$ cat config.mk
export PLATFORM = sky130hd
export DESIGN_NAME = capture_compare_unit
export DESIGN_NICKNAME = d
export VERILOG_FILES = /design/src/include/ccu_pkg.sv /design/src/design/capture_compare_unit.sv /design/src/design/cc_channel.sv /design/src/design/cc_timer.sv
export SDC_FILE = /design/constraint.sdc
export NUM_CORES = 2
export LEC_CHECK = 0
export BUFFER_PORTS_ARGS = -buffer_cell sky130_fd_sc_hd__buf_4
export CAP_MARGIN = 10
export CELL_PAD_IN_SITES_DETAIL_PLACEMENT = 0
export CELL_PAD_IN_SITES_GLOBAL_PLACEMENT = 1
export CORE_MARGIN = 2
export CORE_UTILIZATION = 40
export CTS_CLUSTER_SIZE = 28
export DETAILED_ROUTE_END_ITERATION = 6
export PLACE_DENSITY = 0.73
export SYNTH_ARGS = -nofsm -noshare
export SYNTH_HDL_FRONTEND = slang
export SYNTH_SLANG_ARGS = --single-unit
$ cat constraint.sdc
create_clock -name SYS_CLK -period 7.4 [get_ports SYS_CLK]
set_input_delay 1.11 -clock SYS_CLK [delete_from_list [all_inputs] [get_ports SYS_CLK]]
set_output_delay 1.11 -clock SYS_CLK [all_outputs]
set_load 0.02 [all_outputs]
$ cat src/include/ccu_pkg.sv
/*
 * Shared constants, register map and mode encodings of the capture/compare unit.
 * Assumes a 100 MHz system clock and a 32-bit Avalon-MM register slave with byte addresses.
 */
package ccu_pkg;
    localparam int TIMER_W      = 16;
    localparam int NUM_CH       = 32;
    localparam int CH_PER_ARRAY = 16;
    localparam int NUM_TIMERS   = 4;
    localparam int PAIR_OFS     = 8;
    localparam int NOOUT_LO     = 24;
    localparam int NOOUT_HI     = 27;
    localparam int ADDR_W       = 9;
    // prescaler: finest tick period and the derived cycle count
    localparam int CLK_MHZ      = 100;
    localparam int FINEST_NS    = 400;
    localparam int BASE_CYC     = (FINEST_NS * CLK_MHZ + 999) / 1000;
    localparam int BASE_W       = 6;
    localparam int PRE_W        = 8;
    localparam logic [BASE_W-1:0] BASE_LAST = BASE_W'(BASE_CYC - 1);
    // register byte offsets
    localparam logic [ADDR_W-1:0] OFS_T_VAL   = 9'h000;
    localparam logic [ADDR_W-1:0] OFS_T_REL   = 9'h010;
    localparam logic [ADDR_W-1:0] OFS_T_CTL   = 9'h020;
    localparam logic [ADDR_W-1:0] OFS_CH_VAL  = 9'h040;
    localparam logic [ADDR_W-1:0] OFS_CH_MODE = 9'h0c0;
    localparam logic [ADDR_W-1:0] OFS_STAT_CH = 9'h140;
    localparam logic [ADDR_W-1:0] OFS_STAT_TM = 9'h144;
    localparam logic [ADDR_W-1:0] OFS_CLR_CH  = 9'h148;
    localparam logic [ADDR_W-1:0] OFS_CLR_TM  = 9'h14c;
    localparam logic [ADDR_W-1:0] OFS_EN_CH   = 9'h150;
    localparam logic [ADDR_W-1:0] OFS_EN_TM   = 9'h154;
    localparam logic [ADDR_W-1:0] OFS_PINS    = 9'h158;
    // timer control fields: [2:0] prescale, [4:3] source, [5] run
    localparam int TCTL_W   = 6;
    localparam int TC_SRC   = 3;
    localparam int TC_RUN   = 5;
    // channel mode fields: [2:0] mode, [3] timer select, [4] double register
    localparam int MODE_W   = 5;
    localparam int MD_TSEL  = 3;
    localparam int MD_DBL   = 4;
    localparam logic [31:0] RST_WORD = 32'h0000_0000;
    typedef enum logic [2:0] {
        MD_OFF      = 3'h0,
        MD_CAP_RISE = 3'h1,
        MD_CAP_FALL = 3'h2,
        MD_CAP_BOTH = 3'h3,
        MD_CMP0     = 3'h4,
        MD_CMP1     = 3'h5,
        MD_CMP2     = 3'h6,
        MD_CMP3     = 3'h7
    } ch_mode_e;
    typedef enum logic [1:0] {
        SRC_PRESCALE = 2'h0,
        SRC_GEN_SIX  = 2'h1,
        SRC_EXT      = 2'h2,
        SRC_STOP     = 2'h3
    } tsrc_e;
endpackage

$ cat src/design/capture_compare_unit.sv
/*
 * Two capture/compare arrays of 16 channels each, four reloadable timers, prescaler,
 * interrupt status/enable/clear and an Avalon-MM register slave with one wait state.
 * Assumes pins and count inputs are synchronous to SYS_CLK and the overflow input is a one-cycle pulse.
 */
// Chosen here: the register addresses and the Avalon-MM register port.
`timescale 1ns/1ns
// Functional notes
// [RULE1] Two time bases, each a pair of 16-bit timers with reload registers.
// [RULE2] Timer clock: selectable prescaled system clock or general timer six overflow.
// [RULE3] Primary timer of each array may count external input events.
// [RULE4] Sixteen channels per array, each picks its timer and capture or compare.
// [RULE5] One pin per channel; channels 24 to 27 never drive compare output.
// [RULE6] Capture latches the assigned timer on the pin edge and requests interrupt.
// [RULE7] Capture trigger per channel: rising, falling or both edges.
// [RULE8] Compare channels check their timer continuously and act on equality.
// [RULE9] Mode 0: interrupt on every match, pin untouched.
// [RULE10] Mode 1: pin toggles on every match.
// [RULE11] Mode 2: interrupt on match, at most once per timer period.
// [RULE12] Mode 3: pin high on match, low on timer overflow, once per period.
// [RULE13] Double register: two channels share one pin, either match toggles it.
// [RULE14] Timer overflow reloads from reload register and requests timer interrupt.
// [RULE15] Timer overflow re-arms the once-per-period modes 2 and 3.
module capture_compare_unit (
    input  wire logic                      SYS_CLK,
    input  wire logic                      RST_N,
    input  wire logic [ccu_pkg::ADDR_W-1:0] AV_ADDRESS,
    input  wire logic                      AV_READ,
    input  wire logic                      AV_WRITE,
    input  wire logic [31:0]               AV_WRITEDATA,
    input  wire logic [3:0]                AV_BYTEENABLE,
    output logic      [31:0]               AV_READDATA,
    output logic                           AV_WAITREQUEST,
    input  wire logic                      GENERAL_TIMER_SIX_OVF,
    input  wire logic [1:0]                EXT_COUNT,
    input  wire logic [ccu_pkg::NUM_CH-1:0] CC_PIN_IN,
    output logic      [ccu_pkg::NUM_CH-1:0] CC_PIN_OUT,
    output logic      [ccu_pkg::NUM_CH-1:0] CC_PIN_OE,
    output logic                           IRQ
);
    import ccu_pkg::*;
    typedef struct packed {
        logic                             ack;
        logic [31:0]                      rdata;
        logic [BASE_W-1:0]                base_cnt;
        logic [PRE_W-1:0]                 pre_cnt;
        logic [1:0]                       ext_prev;
        logic [NUM_TIMERS-1:0][TCTL_W-1:0] tctl;
        logic [NUM_CH-1:0][MODE_W-1:0]    cmode;
        logic [NUM_CH-1:0]                stat_ch;
        logic [NUM_TIMERS-1:0]            stat_tm;
        logic [NUM_CH-1:0]                en_ch;
        logic [NUM_TIMERS-1:0]            en_tm;
    } top_s;
    top_s                               s_reg;
    top_s                               s_next;
    logic                               do_wr;
    logic                               base_tick;
    logic [31:0]                        rd;
    logic [NUM_TIMERS-1:0]              t_tick;
    logic [NUM_TIMERS-1:0]              t_vwr;
    logic [NUM_TIMERS-1:0]              t_rwr;
    logic [NUM_TIMERS-1:0]              t_step;
    logic [NUM_TIMERS-1:0]              t_ovf;
    logic [NUM_TIMERS-1:0][TIMER_W-1:0] t_val;
    logic [NUM_TIMERS-1:0][TIMER_W-1:0] t_rel;
    logic [NUM_TIMERS-1:0][TIMER_W-1:0] t_wd;
    logic [NUM_CH-1:0]                  c_wr;
    logic [NUM_CH-1:0]                  c_hit;
    logic [NUM_CH-1:0]                  c_evt;
    logic [NUM_CH-1:0]                  c_pin;
    logic [NUM_CH-1:0]                  c_partner;
    logic [NUM_CH-1:0][TIMER_W-1:0]     c_val;
    logic [NUM_CH-1:0][TIMER_W-1:0]     c_wd;

    // byte-lane merge of write data into an old value
    function automatic logic [31:0] merge(input logic [31:0] old, input logic [31:0] wd, input logic [3:0] be);
        logic [31:0] m;
        m = {{8{be[3]}}, {8{be[2]}}, {8{be[1]}}, {8{be[0]}}};
        merge = (old & ~m) | (wd & m);
    endfunction

    // byte address of the i-th word of a register block
    function automatic logic [ADDR_W-1:0] at(input logic [ADDR_W-1:0] base, input int i);
        at = base + ADDR_W'(i * 4);
    endfunction

    // prescaler, timer clocks, register file and interrupt status
    always_comb
    begin
        logic [PRE_W-1:0] pmask;
        logic [31:0]      clr;
        logic             tk;
        pmask = '0;
        clr = RST_WORD;
        tk = 1'b0;
        s_next = s_reg;
        rd = RST_WORD;
        t_vwr = '0;
        t_rwr = '0;
        t_wd = '0;
        c_wr = '0;
        c_wd = '0;
        do_wr = AV_WRITE && s_reg.ack;
        s_next.ack = (AV_READ || AV_WRITE) && !s_reg.ack;
        // [RULE2] 400 ns base tick then power-of-two prescale
        base_tick = (s_reg.base_cnt == BASE_LAST);
        s_next.base_cnt = base_tick ? '0 : s_reg.base_cnt + 1'b1;
        if (base_tick)
            s_next.pre_cnt = s_reg.pre_cnt + 1'b1;
        s_next.ext_prev = EXT_COUNT;
        for (int t = 0; t < NUM_TIMERS; t++)
        begin
            pmask = PRE_W'((1 << s_reg.tctl[t][TC_SRC-1:0]) - 1);
            case (s_reg.tctl[t][TC_SRC+1:TC_SRC])
                SRC_PRESCALE: tk = base_tick && ((s_reg.pre_cnt & pmask) == pmask);
                SRC_GEN_SIX:  tk = GENERAL_TIMER_SIX_OVF;
                // [RULE3] external events clock primary timers only
                SRC_EXT:      tk = (t % 2 == 0) && EXT_COUNT[t/2] && !s_reg.ext_prev[t/2];
                default:      tk = 1'b0;
            endcase
            t_tick[t] = tk && s_reg.tctl[t][TC_RUN];
            if (AV_ADDRESS == at(OFS_T_VAL, t))
            begin
                rd = {16'h0000, t_val[t]};
                t_vwr[t] = do_wr;
                t_wd[t] = TIMER_W'(merge({16'h0000, t_val[t]}, AV_WRITEDATA, AV_BYTEENABLE));
            end
            if (AV_ADDRESS == at(OFS_T_REL, t))
            begin
                rd = {16'h0000, t_rel[t]};
                t_rwr[t] = do_wr;
                t_wd[t] = TIMER_W'(merge({16'h0000, t_rel[t]}, AV_WRITEDATA, AV_BYTEENABLE));
            end
            if (AV_ADDRESS == at(OFS_T_CTL, t))
            begin
                rd = {26'h0000000, s_reg.tctl[t]};
                if (do_wr)
                    s_next.tctl[t] = TCTL_W'(merge({26'h0000000, s_reg.tctl[t]}, AV_WRITEDATA, AV_BYTEENABLE));
            end
        end
        for (int c = 0; c < NUM_CH; c++)
        begin
            if (AV_ADDRESS == at(OFS_CH_VAL, c))
            begin
                rd = {16'h0000, c_val[c]};
                c_wr[c] = do_wr;
                c_wd[c] = TIMER_W'(merge({16'h0000, c_val[c]}, AV_WRITEDATA, AV_BYTEENABLE));
            end
            // [RULE4] per-channel timer and function select
            if (AV_ADDRESS == at(OFS_CH_MODE, c))
            begin
                rd = {27'h0000000, s_reg.cmode[c]};
                if (do_wr)
                    s_next.cmode[c] = MODE_W'(merge({27'h0000000, s_reg.cmode[c]}, AV_WRITEDATA, AV_BYTEENABLE));
            end
        end
        // sticky status: a new event beats a same-cycle clear
        clr = (do_wr && AV_ADDRESS == OFS_CLR_CH) ? merge(RST_WORD, AV_WRITEDATA, AV_BYTEENABLE) : RST_WORD;
        s_next.stat_ch = (s_reg.stat_ch & ~clr) | c_evt;
        clr = (do_wr && AV_ADDRESS == OFS_CLR_TM) ? merge(RST_WORD, AV_WRITEDATA, AV_BYTEENABLE) : RST_WORD;
        // [RULE14] timer interrupt request
        s_next.stat_tm = (s_reg.stat_tm & ~clr[NUM_TIMERS-1:0]) | t_ovf;
        if (do_wr && AV_ADDRESS == OFS_EN_CH)
            s_next.en_ch = merge(s_reg.en_ch, AV_WRITEDATA, AV_BYTEENABLE);
        if (do_wr && AV_ADDRESS == OFS_EN_TM)
            s_next.en_tm = NUM_TIMERS'(merge({28'h0000000, s_reg.en_tm}, AV_WRITEDATA, AV_BYTEENABLE));
        case (AV_ADDRESS)
            OFS_STAT_CH: rd = s_reg.stat_ch;
            OFS_STAT_TM: rd = {28'h0000000, s_reg.stat_tm};
            OFS_EN_CH:   rd = s_reg.en_ch;
            OFS_EN_TM:   rd = {28'h0000000, s_reg.en_tm};
            OFS_PINS:    rd = c_pin;
            default: ;
        endcase
        // read data captured in the wait cycle
        if (AV_READ && !s_reg.ack)
            s_next.rdata = rd;
    end

    // state register
    always_ff @(posedge SYS_CLK)
    begin
        if (!RST_N)
            s_reg <= '0;
        else
            s_reg <= s_next;
    end

    // [RULE1] two pairs of reloadable timers
    for (genvar t = 0; t < NUM_TIMERS; t++)
    begin : g_tmr
        cc_timer #(
            .W       (TIMER_W)
        ) u_tmr (
            .clk     (SYS_CLK),
            .rst_n   (RST_N),
            .tick    (t_tick[t]),
            .val_wr  (t_vwr[t]),
            .rel_wr  (t_rwr[t]),
            .wr_data (t_wd[t]),
            .value   (t_val[t]),
            .reload  (t_rel[t]),
            .step    (t_step[t]),
            .ovf     (t_ovf[t])
        );
    end

    // channels, each on the timer of its own array
    for (genvar c = 0; c < NUM_CH; c++)
    begin : g_ch
        localparam int TP = 2 * (c / CH_PER_ARRAY);
        logic tsel;
        assign tsel = s_reg.cmode[c][MD_TSEL];
        // [RULE13] lower eight drive the shared pin
        if (c % CH_PER_ARRAY < PAIR_OFS)
        begin : g_pair
            assign c_partner[c] = c_hit[c + PAIR_OFS];
        end
        else
        begin : g_solo
            assign c_partner[c] = 1'b0;
        end
        // [RULE5] no compare drive on 24 to 27
        if (c >= NOOUT_LO && c <= NOOUT_HI)
        begin : g_inonly
            assign CC_PIN_OE[c] = 1'b0;
        end
        else
        begin : g_io
            assign CC_PIN_OE[c] = (s_reg.cmode[c][2:0] == MD_CMP1) || (s_reg.cmode[c][2:0] == MD_CMP3);
        end
        // [RULE8] capture and compare engine
        cc_channel #(
            .W           (TIMER_W)
        ) u_ch (
            .clk         (SYS_CLK),
            .rst_n       (RST_N),
            .mode        (s_reg.cmode[c][2:0]),
            .dbl         (s_reg.cmode[c][MD_DBL]),
            .tval        (tsel ? t_val[TP + 1] : t_val[TP]),
            .tstep       (tsel ? t_step[TP + 1] : t_step[TP]),
            .tovf        (tsel ? t_ovf[TP + 1] : t_ovf[TP]),
            .pin_in      (CC_PIN_IN[c]),
            .partner_hit (c_partner[c]),
            .wr_en       (c_wr[c]),
            .wr_data     (c_wd[c]),
            .value       (c_val[c]),
            .pin_out     (c_pin[c]),
            .hit         (c_hit[c]),
            .evt         (c_evt[c])
        );
    end

    // bus and interrupt outputs
    assign AV_READDATA    = s_reg.rdata;
    assign AV_WAITREQUEST = (AV_READ || AV_WRITE) && !s_reg.ack;
    assign CC_PIN_OUT     = c_pin;
    assign IRQ            = (|(s_reg.stat_ch & s_reg.en_ch)) || (|(s_reg.stat_tm & s_reg.en_tm));
endmodule

$ cat src/design/cc_channel.sv
/*
 * One capture/compare channel: value register, capture edge detect, compare modes, pin latch.
 * Assumes tval/tstep/tovf come from the allocated timer, step and ovf aligned with the new count.
 */
`timescale 1ns/1ns
module cc_channel #(
    parameter int W = ccu_pkg::TIMER_W
) (
    input  wire logic         clk,
    input  wire logic         rst_n,
    input  wire logic [2:0]   mode,
    input  wire logic         dbl,
    input  wire logic [W-1:0] tval,
    input  wire logic         tstep,
    input  wire logic         tovf,
    input  wire logic         pin_in,
    input  wire logic         partner_hit,
    input  wire logic         wr_en,
    input  wire logic [W-1:0] wr_data,
    output logic      [W-1:0] value,
    output logic              pin_out,
    output logic              hit,
    output logic              evt
);
    import ccu_pkg::*;
    typedef struct packed {
        logic [W-1:0] value;
        logic         pin;
        logic         pin_prev;
        logic         armed;
        logic         evt;
    } ch_s;
    ch_s  s_reg;
    ch_s  s_next;
    logic rise;
    logic fall;
    logic cap;
    logic fire;

    // [RULE7] trigger edge select
    assign rise = pin_in & ~s_reg.pin_prev;
    assign fall = ~pin_in & s_reg.pin_prev;
    assign cap  = (mode == MD_CAP_RISE && rise) || (mode == MD_CAP_FALL && fall) ||
                  (mode == MD_CAP_BOTH && (rise || fall));
    // [RULE8] match on each timer change
    assign hit  = mode[2] && tstep && (tval == s_reg.value);
    // [RULE15] overflow re-arms once-only modes
    assign fire = hit && (s_reg.armed || tovf);

    // capture wins over a same-cycle software write
    always_comb
    begin
        s_next = s_reg;
        s_next.pin_prev = pin_in;
        s_next.evt = 1'b0;
        if (wr_en)
            s_next.value = wr_data;
        // [RULE6] latch timer, request interrupt
        if (cap)
        begin
            s_next.value = tval;
            s_next.evt = 1'b1;
        end
        case (mode)
            // [RULE9] interrupt on every match
            MD_CMP0: s_next.evt = hit;
            // [RULE10] toggle on each match
            MD_CMP1:
            begin
                s_next.evt = hit;
                // [RULE13] partner also toggles
                if (hit || (dbl && partner_hit))
                    s_next.pin = ~s_reg.pin;
            end
            // [RULE11] once per period
            MD_CMP2: s_next.evt = fire;
            // [RULE12] set on match, clear on overflow
            MD_CMP3:
            begin
                s_next.evt = fire;
                if (fire)
                    s_next.pin = 1'b1;
                else if (tovf)
                    s_next.pin = 1'b0;
            end
            default: ;
        endcase
        if (fire)
            s_next.armed = 1'b0;
        else if (tovf)
            s_next.armed = 1'b1;
    end

    // state register
    always_ff @(posedge clk)
    begin
        if (!rst_n)
            s_reg <= '0;
        else
            s_reg <= s_next;
    end

    assign value   = s_reg.value;
    assign pin_out = s_reg.pin;
    assign evt     = s_reg.evt;
endmodule

$ cat src/design/cc_timer.sv
/*
 * One reloadable up-counting timer of the capture/compare unit.
 * Assumes tick is a one-cycle enable; writes come already byte-merged.
 */
`timescale 1ns/1ns
module cc_timer #(
    parameter int W = ccu_pkg::TIMER_W
) (
    input  wire logic         clk,
    input  wire logic         rst_n,
    input  wire logic         tick,
    input  wire logic         val_wr,
    input  wire logic         rel_wr,
    input  wire logic [W-1:0] wr_data,
    output logic      [W-1:0] value,
    output logic      [W-1:0] reload,
    output logic              step,
    output logic              ovf
);
    import ccu_pkg::*;
    typedef struct packed {
        logic [W-1:0] count;
        logic [W-1:0] reload;
        logic         step;
        logic         ovf;
    } tmr_s;
    tmr_s s_reg;
    tmr_s s_next;

    // count, reload on overflow; a tick beats a same-cycle value write
    always_comb
    begin
        s_next = s_reg;
        s_next.step = 1'b0;
        s_next.ovf = 1'b0;
        if (rel_wr)
            s_next.reload = wr_data;
        if (tick)
        begin
            s_next.step = 1'b1;
            // [RULE14] reload and flag
            if (&s_reg.count)
            begin
                s_next.count = s_reg.reload;
                s_next.ovf = 1'b1;
            end
            else
                s_next.count = s_reg.count + 1'b1;
        end
        else if (val_wr)
        begin
            s_next.count = wr_data;
            s_next.step = 1'b1;
        end
    end

    // state register
    always_ff @(posedge clk)
    begin
        if (!rst_n)
            s_reg <= '0;
        else
            s_reg <= s_next;
    end

    assign value  = s_reg.count;
    assign reload = s_reg.reload;
    assign step   = s_reg.step;
    assign ovf    = s_reg.ovf;
endmodule

Word level (Yosys, flattened, before mapping)
Cells that the tools add are included.
- bits of input ports: 84
- logic and storage cells: 2168
- flip-flop bits (word level): 1081
- reductions and logical operators: 650
- bitwise logic cells: 331
- equality and inequality tests: 413
- shifts and indexed selects: 4
- muxes and demuxes: 539
- add/sub/neg operators: 10
- operator list (operator ; number):
    16-bit two-way mux ; 151
    32-bit two-way mux ; 74
    16-bit AND ; 40
    16-bit bitwise OR ; 40
    16-bit equality test ; 32
    3-bit equality test (second input constant) ; 128
    9-bit by 8-bit equality test with 1-bit output (second input constant) ; 32
    1-bit two-way mux ; 244
    1-bit logical AND ; 225
    9-bit equality test (second input constant) ; 23
    2-bit OR reduction ; 97
    3-bit by 2-bit equality test with 1-bit output (second input constant) ; 64
    1-bit logical OR ; 174
    5-bit AND ; 32
    5-bit bitwise OR ; 32
    32-bit case mux with 5 select lines ; 1
    9-bit by 7-bit equality test with 1-bit output (second input constant) ; 16
    2-bit nonzero test ; 68
    1-bit case mux with 2 select lines ; 66
    32-bit AND ; 4
    1-bit NOT ; 97
    3-bit by 1-bit equality test with 1-bit output (second input constant) ; 32
    3-bit by 1-bit != test with 1-bit output (second input constant) ; 32
    3-bit AND reduction ; 32
    33 further kinds ; 211

Longest topological paths before layout
- depth in word-level cells: 78
- depth in mapped cells: 14
- depth with buffers taken out: 10

By module
From an unflattened synthesis, not the netlist that was laid out.
- cells, all modules: 10438
- area, all modules: 83202.3 um^2
- by module, submodules not included (module ; seq. area each (um^2) ; times used ; area an instance (um^2) ; cells each):
    cc_channel ; 400.4 ; 32 ; 1273.7 ; 140
    capture_compare_unit ; 6085.8 ; 1 ; 35336.4 ; 5158
    cc_timer ; 680.7 ; 4 ; 1776.7 ; 200

Worst setup path before layout
No wires, ideal clock.
- path kind: input to register
- start point: input port AV_ADDRESS[0] (netlist name)
- end point: register s_reg (netlist bit AV_READDATA[15])
- cell stages on the path: 12
- arrival time: 3.259 ns
- setup time: 0.122 ns
- data required time: 7.278 ns
- setup slack: 4.019 ns
- path through: buf_2 > or4b_1 > buf_2 > buf_6 > o31a_1 > buf_6 > o21ai_1 > o211a_1 > a311oi_1 > o31ai_1 > nand2_1 > a221o_1
- longest elaborated chain between the ends: 78
- elaborated cells between the ends (all ways): 158
- classes of those cells: eq/ne (80); mux (77); reduce/logical (1)
- ends and longest elaborated chain (element ; RTL line ; text):
    start, declared ; capture_compare_unit.sv:27 ; input wire logic [ccu_pkg::ADDR_W-1:0] AV_ADDRESS,
    9-bit logical NOT ; capture_compare_unit.sv:123 ; if (AV_ADDRESS == at(OFS_T_VAL, t))
    16-bit two-way mux ; capture_compare_unit.sv:123 ;
    16-bit two-way mux ; capture_compare_unit.sv:129 ; if (AV_ADDRESS == at(OFS_T_REL, t))
    16-bit two-way mux ; capture_compare_unit.sv:135 ; if (AV_ADDRESS == at(OFS_T_CTL, t))
    32-bit two-way mux ; capture_compare_unit.sv:123 ;
    32-bit two-way mux ; capture_compare_unit.sv:129 ;
    32-bit two-way mux ; capture_compare_unit.sv:135 ;
    32-bit two-way mux ; capture_compare_unit.sv:123 ;
    (+62 left out) ; n/a ;
    32-bit two-way mux ; capture_compare_unit.sv:151 ; if (AV_ADDRESS == at(OFS_CH_MODE, c))
    32-bit two-way mux ; capture_compare_unit.sv:144 ; if (AV_ADDRESS == at(OFS_CH_VAL, c))
    32-bit two-way mux ; capture_compare_unit.sv:151 ;
    32-bit two-way mux ; capture_compare_unit.sv:144 ;
    32-bit two-way mux ; capture_compare_unit.sv:151 ;
    32-bit two-way mux ; capture_compare_unit.sv:144 ;
    32-bit two-way mux ; capture_compare_unit.sv:151 ;
    32-bit case mux with 5 select lines * ; capture_compare_unit.sv:168 ; case (AV_ADDRESS)
    end signal, assigned ; capture_compare_unit.sv:187 ; s_reg <= s_next;
    end, declared ; capture_compare_unit.sv:55 ; top_s s_reg;
Mark *: on every way between the ends. The rest lies on a longest branch, timed or not.
A chain may end at the register's enable or synchronous reset.

Worst setup path in the final report
- start point: input port AV_ADDRESS[8] (netlist name)
- end point: register s_reg (netlist bit AV_READDATA[3])
The elaborated chain is that of the path after synthesis.

==> results by stage <==
Finish:
- Relative to the synthesized area, the layout overhead comes to 11.3%.
- After the last flow step, the layout net total stands at 8,925.
- The area taken by flip-flops and latches is 0.0216 mm².
- The filler cells instantiated in the layout total between 15,000 and 20,000.
- The fraction of final layout cells sized beyond drive strength 1 is 0.120.
- For this run, the share of the core covered by cells in the final layout is 0.448.
- The footprint of the multi-input gates is 0.0458 mm².

Placed design:
- The weighted congestion at the end of routability-driven global placement is roughly 1.1.
- Input and output buffers added on the ports amount to 177.
- The wire-length estimate of the detail-placed layout is between 300,000 and 400,000 µm.

Die:
- For this configuration, the core starts out at a cell density of 0.402.
- The initialized floorplan defines 155 standard-cell rows.
- The horizontal die dimension is 428 µm.
- The die covers approximately 0.18 mm².
- 182 I/O pins were placed.
- The vertical die dimension is roughly 430 µm.
- The core region is 0.178 mm².

Clock network:
- The clock drives between 1,000 and 1,500 sinks.
- CTS built an H-tree with a depth of 4.
- The CTS tree is yes.
- The clock passes through at most 3 buffers.
- The buffers inserted during post-CTS setup optimization is 0.
- Clock tree synthesis selected as its root buffer the cell sky130_fd_sc_hd__clkbuf_16.
- The clock reaches the later pin of the worst-skew pair after about 0.86 ns.
- The clock slew at the register clock pins of the worst setup and hold paths is 0.06 ns.
- For this design, the CTS-stage hold fixing added 0 buffers.
- The number of gates resized after CTS was 0.
- In this run, CTS created clock tree buffers numbering ~140.

STA:
- Setup repair after global routing left no endpoint under its margin.
- The time the final worst path needs with I/O delays and setup is ~5.2 ns.
- Clock skew on the completed layout was measured at 0.0495 ns.
- The setup TNS is 0 ns.
- Static timing analysis puts the maximum clock frequency at between 0.15 and 0.2 GHz.
- Setup violations remaining at the end of the flow were counted as 0.
- The hold violation count in the final report is 0.
- The worst pin sits at a relative slew slack of 0.00158.
- Dividing the final minimum period by the clock period gives 0.701.
- At the pin with the least slew margin, the transition time is 1.50 ns.
- Across all hold checks on the routed design, the worst slack comes to 0.437 ns.
- The max-slew violation total from the final report is 0.

Yosys:
- The number of warnings issued by yosys is 0.
- The cell with the most instances after synthesis is sky130_fd_sc_hd__dfxtp_1.
- Among all flip-flop cells after synthesis, the most frequent one is sky130_fd_sc_hd__dfxtp_1.
- The register area share after synthesis is 0.301.
- After synthesis, the cell types taking the most area are sky130_fd_sc_hd__dfxtp_1, sky130_fd_sc_hd__mux2i_1, sky130_fd_sc_hd__a211oi_1.
- The post-synthesis instance area is around 0.072 mm².
- The post-synthesis sequential element count is 1,080.
- The number of instances in the synthesized netlist is 9,023.
- Of the total synthesized cell area, the portion taken by AND, OR, NAND and NOR gates is 0.202.
- The multiplexer share of the synthesized area is 0.0994.
- The adder-cell share of the synthesized area is 0.0122.
- The number of distinct library cells after synthesis is 106.
- The main combinational cell family by area after synthesis is compound AO/OA/AOI/OAI gates.
- The share of synthesized registers carrying an async set or reset is 0.
- The compound-gate portion of the synthesized area is 0.253.
- Summed over all instances, the cell type with the most area after synthesis is sky130_fd_sc_hd__dfxtp_1.
- The fraction of post-synthesis cell area in the top cell type by area is 0.301.
- The commonest cells after synthesis are sky130_fd_sc_hd__dfxtp_1, sky130_fd_sc_hd__nor2_1, sky130_fd_sc_hd__nand2_1, sky130_fd_sc_hd__clkbuf_1, sky130_fd_sc_hd__a21oi_1.
- Of the total synthesized cell area, the portion taken by XOR and XNOR cells is 0.0678.
- Yosys mapped a number of flops with a built-in enable equal to 0.
- The synthesized area per cell is 7.96 µm².

GRT:
- The residual overflow from global routing is 0.
- The global-route wire length before repair is slightly above 600,000 µm.
- The via count of the first global-routing pass came to 72,797.
- Across every metal layer, demand over resource in global routing totals 0.473.
- The pin count of the biggest net entering global routing is 172.
- The initial antenna violation count is 66.

Routing:
- The post-detailed-route DRC marker count is 64.
- The final routed wirelength across all metal layers is 451,000 µm.
- The number of DRC markers in iteration 0 is between 15,000 and 20,000.
- In the final routed layout, each cell accounts on average for 39.9 µm.
- Using the TritonRoute via totals, the vias-per-cell ratio works out to 7.19.
- The first TritonRoute pass finished after 7 iterations.
- In this run the remaining antenna-violating nets after routing total 0.
- The routed layout has roughly 80,000 vias.

Critical path:
- Data arrives at the worst endpoint at 5.96 ns.
- At the worst endpoint, the required time is ~8.2 ns.
- Along the worst path, the maximum fanout reaches 25.
- In this run the critical register-to-register path is captured at g_ch[20].u_ch.evt$_SDFF_PN0_.
- The capture point of the worst path is AV_READDATA[3]$_SDFFE_PN0P_.
- The nature of the critical path startpoint is an input port.
- The startpoint identified for the worst register-to-register timing path is g_tmr[3].u_tmr.value[11]$_SDFFE_PN0P_.
- The critical path launch point is AV_ADDRESS[8].
- The kind of end point of the critical path is a register.
- Measured in cells, the most critical reg-to-reg path has a length of 8.
- For flop-to-flop paths, the worst setup slack is 2.71 ns.
- The type of the worst setup path is input port to register.

Power and ir drop:
- The total power of the final layout is 14.2 mW.
- The cell area power density is between 150 and 200 mW/mm².
- For this design the static power due to leakage is 26.9 nW.
- The largest vdd supply drop is 0.222 mV.

Outcome:
- The run finished, with violations left.
- The final reports fail on design-rule violations, max-capacitance violations.

Worst hold path:
- The worst hold path class is register to register.

Job:
- The tool flagged a number of max-cap violations equal to 1.
==> power breakdown <==
group	total, mW	internal [mW]	leakage, nW	switching, mW
logic	0.988	0.182	15.9	0.807
clock network	7.38	4.30	2.35	3.08
registers	5.87	5.84	8.72	0.0294
==> cell families (layout without fill, tap and decap cells) <==
group / Yosys count / after routing
buffers and inverters: 1056 / 910
and+or+nand+nor: 2950 / 2950
adders and majority gates: 70 / 70
AOI/OAI and AO/OA: 2615 / 2615
DFF: 1080 / 1080
xor gates and xnor gates: 556 / 556
other: 1 / 69
muxes: 695 / 695
==> cells in the final DEF, fill, tap and decap left out, types with 22 or more instances in the layout <==
cell type and instances:
sky130_fd_sc_hd__nor3_2 41, sky130_fd_sc_hd__a311oi_1 34, sky130_fd_sc_hd__a21o_1 61, sky130_fd_sc_hd__a22o_1 38
sky130_fd_sc_hd__nand2_1 779, sky130_fd_sc_hd__a211oi_1 583, sky130_fd_sc_hd__mux2i_1 549, sky130_fd_sc_hd__nand3b_1 38
sky130_fd_sc_hd__a31oi_1 74, sky130_fd_sc_hd__o22ai_1 102, sky130_fd_sc_hd__o2111ai_1 24, sky130_fd_sc_hd__a222oi_1 93
sky130_fd_sc_hd__a22oi_1 120, sky130_fd_sc_hd__and3_1 125, sky130_fd_sc_hd__nand3_1 278, sky130_fd_sc_hd__diode_2 65
sky130_fd_sc_hd__nor3_1 165, sky130_fd_sc_hd__a221oi_1 245, sky130_fd_sc_hd__xor2_1 260, sky130_fd_sc_hd__and2_1 49
sky130_fd_sc_hd__nor4_1 105, sky130_fd_sc_hd__inv_1 137, sky130_fd_sc_hd__nor2_1 895, sky130_fd_sc_hd__clkbuf_1 22
sky130_fd_sc_hd__nand4_1 91, sky130_fd_sc_hd__mux2_2 145, sky130_fd_sc_hd__xnor2_1 296, sky130_fd_sc_hd__clkbuf_16 139
sky130_fd_sc_hd__a21oi_1 584, sky130_fd_sc_hd__o21ai_0 314, sky130_fd_sc_hd__ha_1 70, sky130_fd_sc_hd__o211ai_1 86
sky130_fd_sc_hd__nor2b_1 183, sky130_fd_sc_hd__dfxtp_1 1061, sky130_fd_sc_hd__clkbuf_8 29, sky130_fd_sc_hd__buf_4 507
==> per-layer routing <==
metal	up-vias	track usage	share of wire
li1	32936	-	-
met1	39227	0.585	0.36
met2	7014	0.654	0.40
met4	42	0.385	0.097
met3	2022	0.171	0.14
met5	-	0	0.00065
==> how the worst min path moves through the flow <==
stage	start	to	slack, ns	cells after the start
2_1_floorplan	g_ch[0].u_ch.evt$_SDFF_PN0_	s_reg[40]$_SDFF_PN0_	0.41	2
3_3_place_gp	g_ch[3].u_ch.evt$_SDFF_PN0_	s_reg[43]$_SDFF_PN0_	0.42	2
3_5_place_dp	g_ch[8].u_ch.evt$_SDFF_PN0_	s_reg[48]$_SDFF_PN0_	0.42	2
4_1_cts	g_ch[8].u_ch.evt$_SDFF_PN0_	s_reg[48]$_SDFF_PN0_	0.43	2
5_1_grt	g_ch[4].u_ch.evt$_SDFF_PN0_	s_reg[44]$_SDFF_PN0_	0.46	2
6_report	g_ch[8].u_ch.evt$_SDFF_PN0_	s_reg[48]$_SDFF_PN0_	0.44	2
==> final cells by class <==
type | instances | share of cell area
clock buffer | 190 | 0.0495
multi-input combinational | 6890 | 0.574
tap | 2355 | 0.0369
clock inverter | 58 | 0.0105
inverter | 145 | 0.00690
timing repair buffer | 517 | 0.0497
antenna | 65 | 0.00204
sequential | 1080 | 0.271
==> critical path: stages <==
cell,delay [ns]
sky130_fd_sc_hd__buf_4,0.22
sky130_fd_sc_hd__or4b_1,1.11
sky130_fd_sc_hd__buf_4,0.43
sky130_fd_sc_hd__nor3_4,0.46
sky130_fd_sc_hd__a221o_1,0.24
sky130_fd_sc_hd__a21oi_1,0.05
sky130_fd_sc_hd__a2111oi_1,0.97
sky130_fd_sc_hd__nor4_1,0.18
sky130_fd_sc_hd__nor3_1,0.92
sky130_fd_sc_hd__o22a_1,0.21
==> through the flow <==
step | std cells | instance area (µm²) | setup slack [ns]
finish | 11300 | 79900 | 2.21
global route | 11260 | 79800 | 2.34
CTS | 11231 | 79700 | 2.68
detailed placement | 10983 | 74900 | 1.83
global placement | 10983 | 74900 | 1.51
floorplan | 9026 | 71800 | 4.02
(Power assumes the default switching activity.)
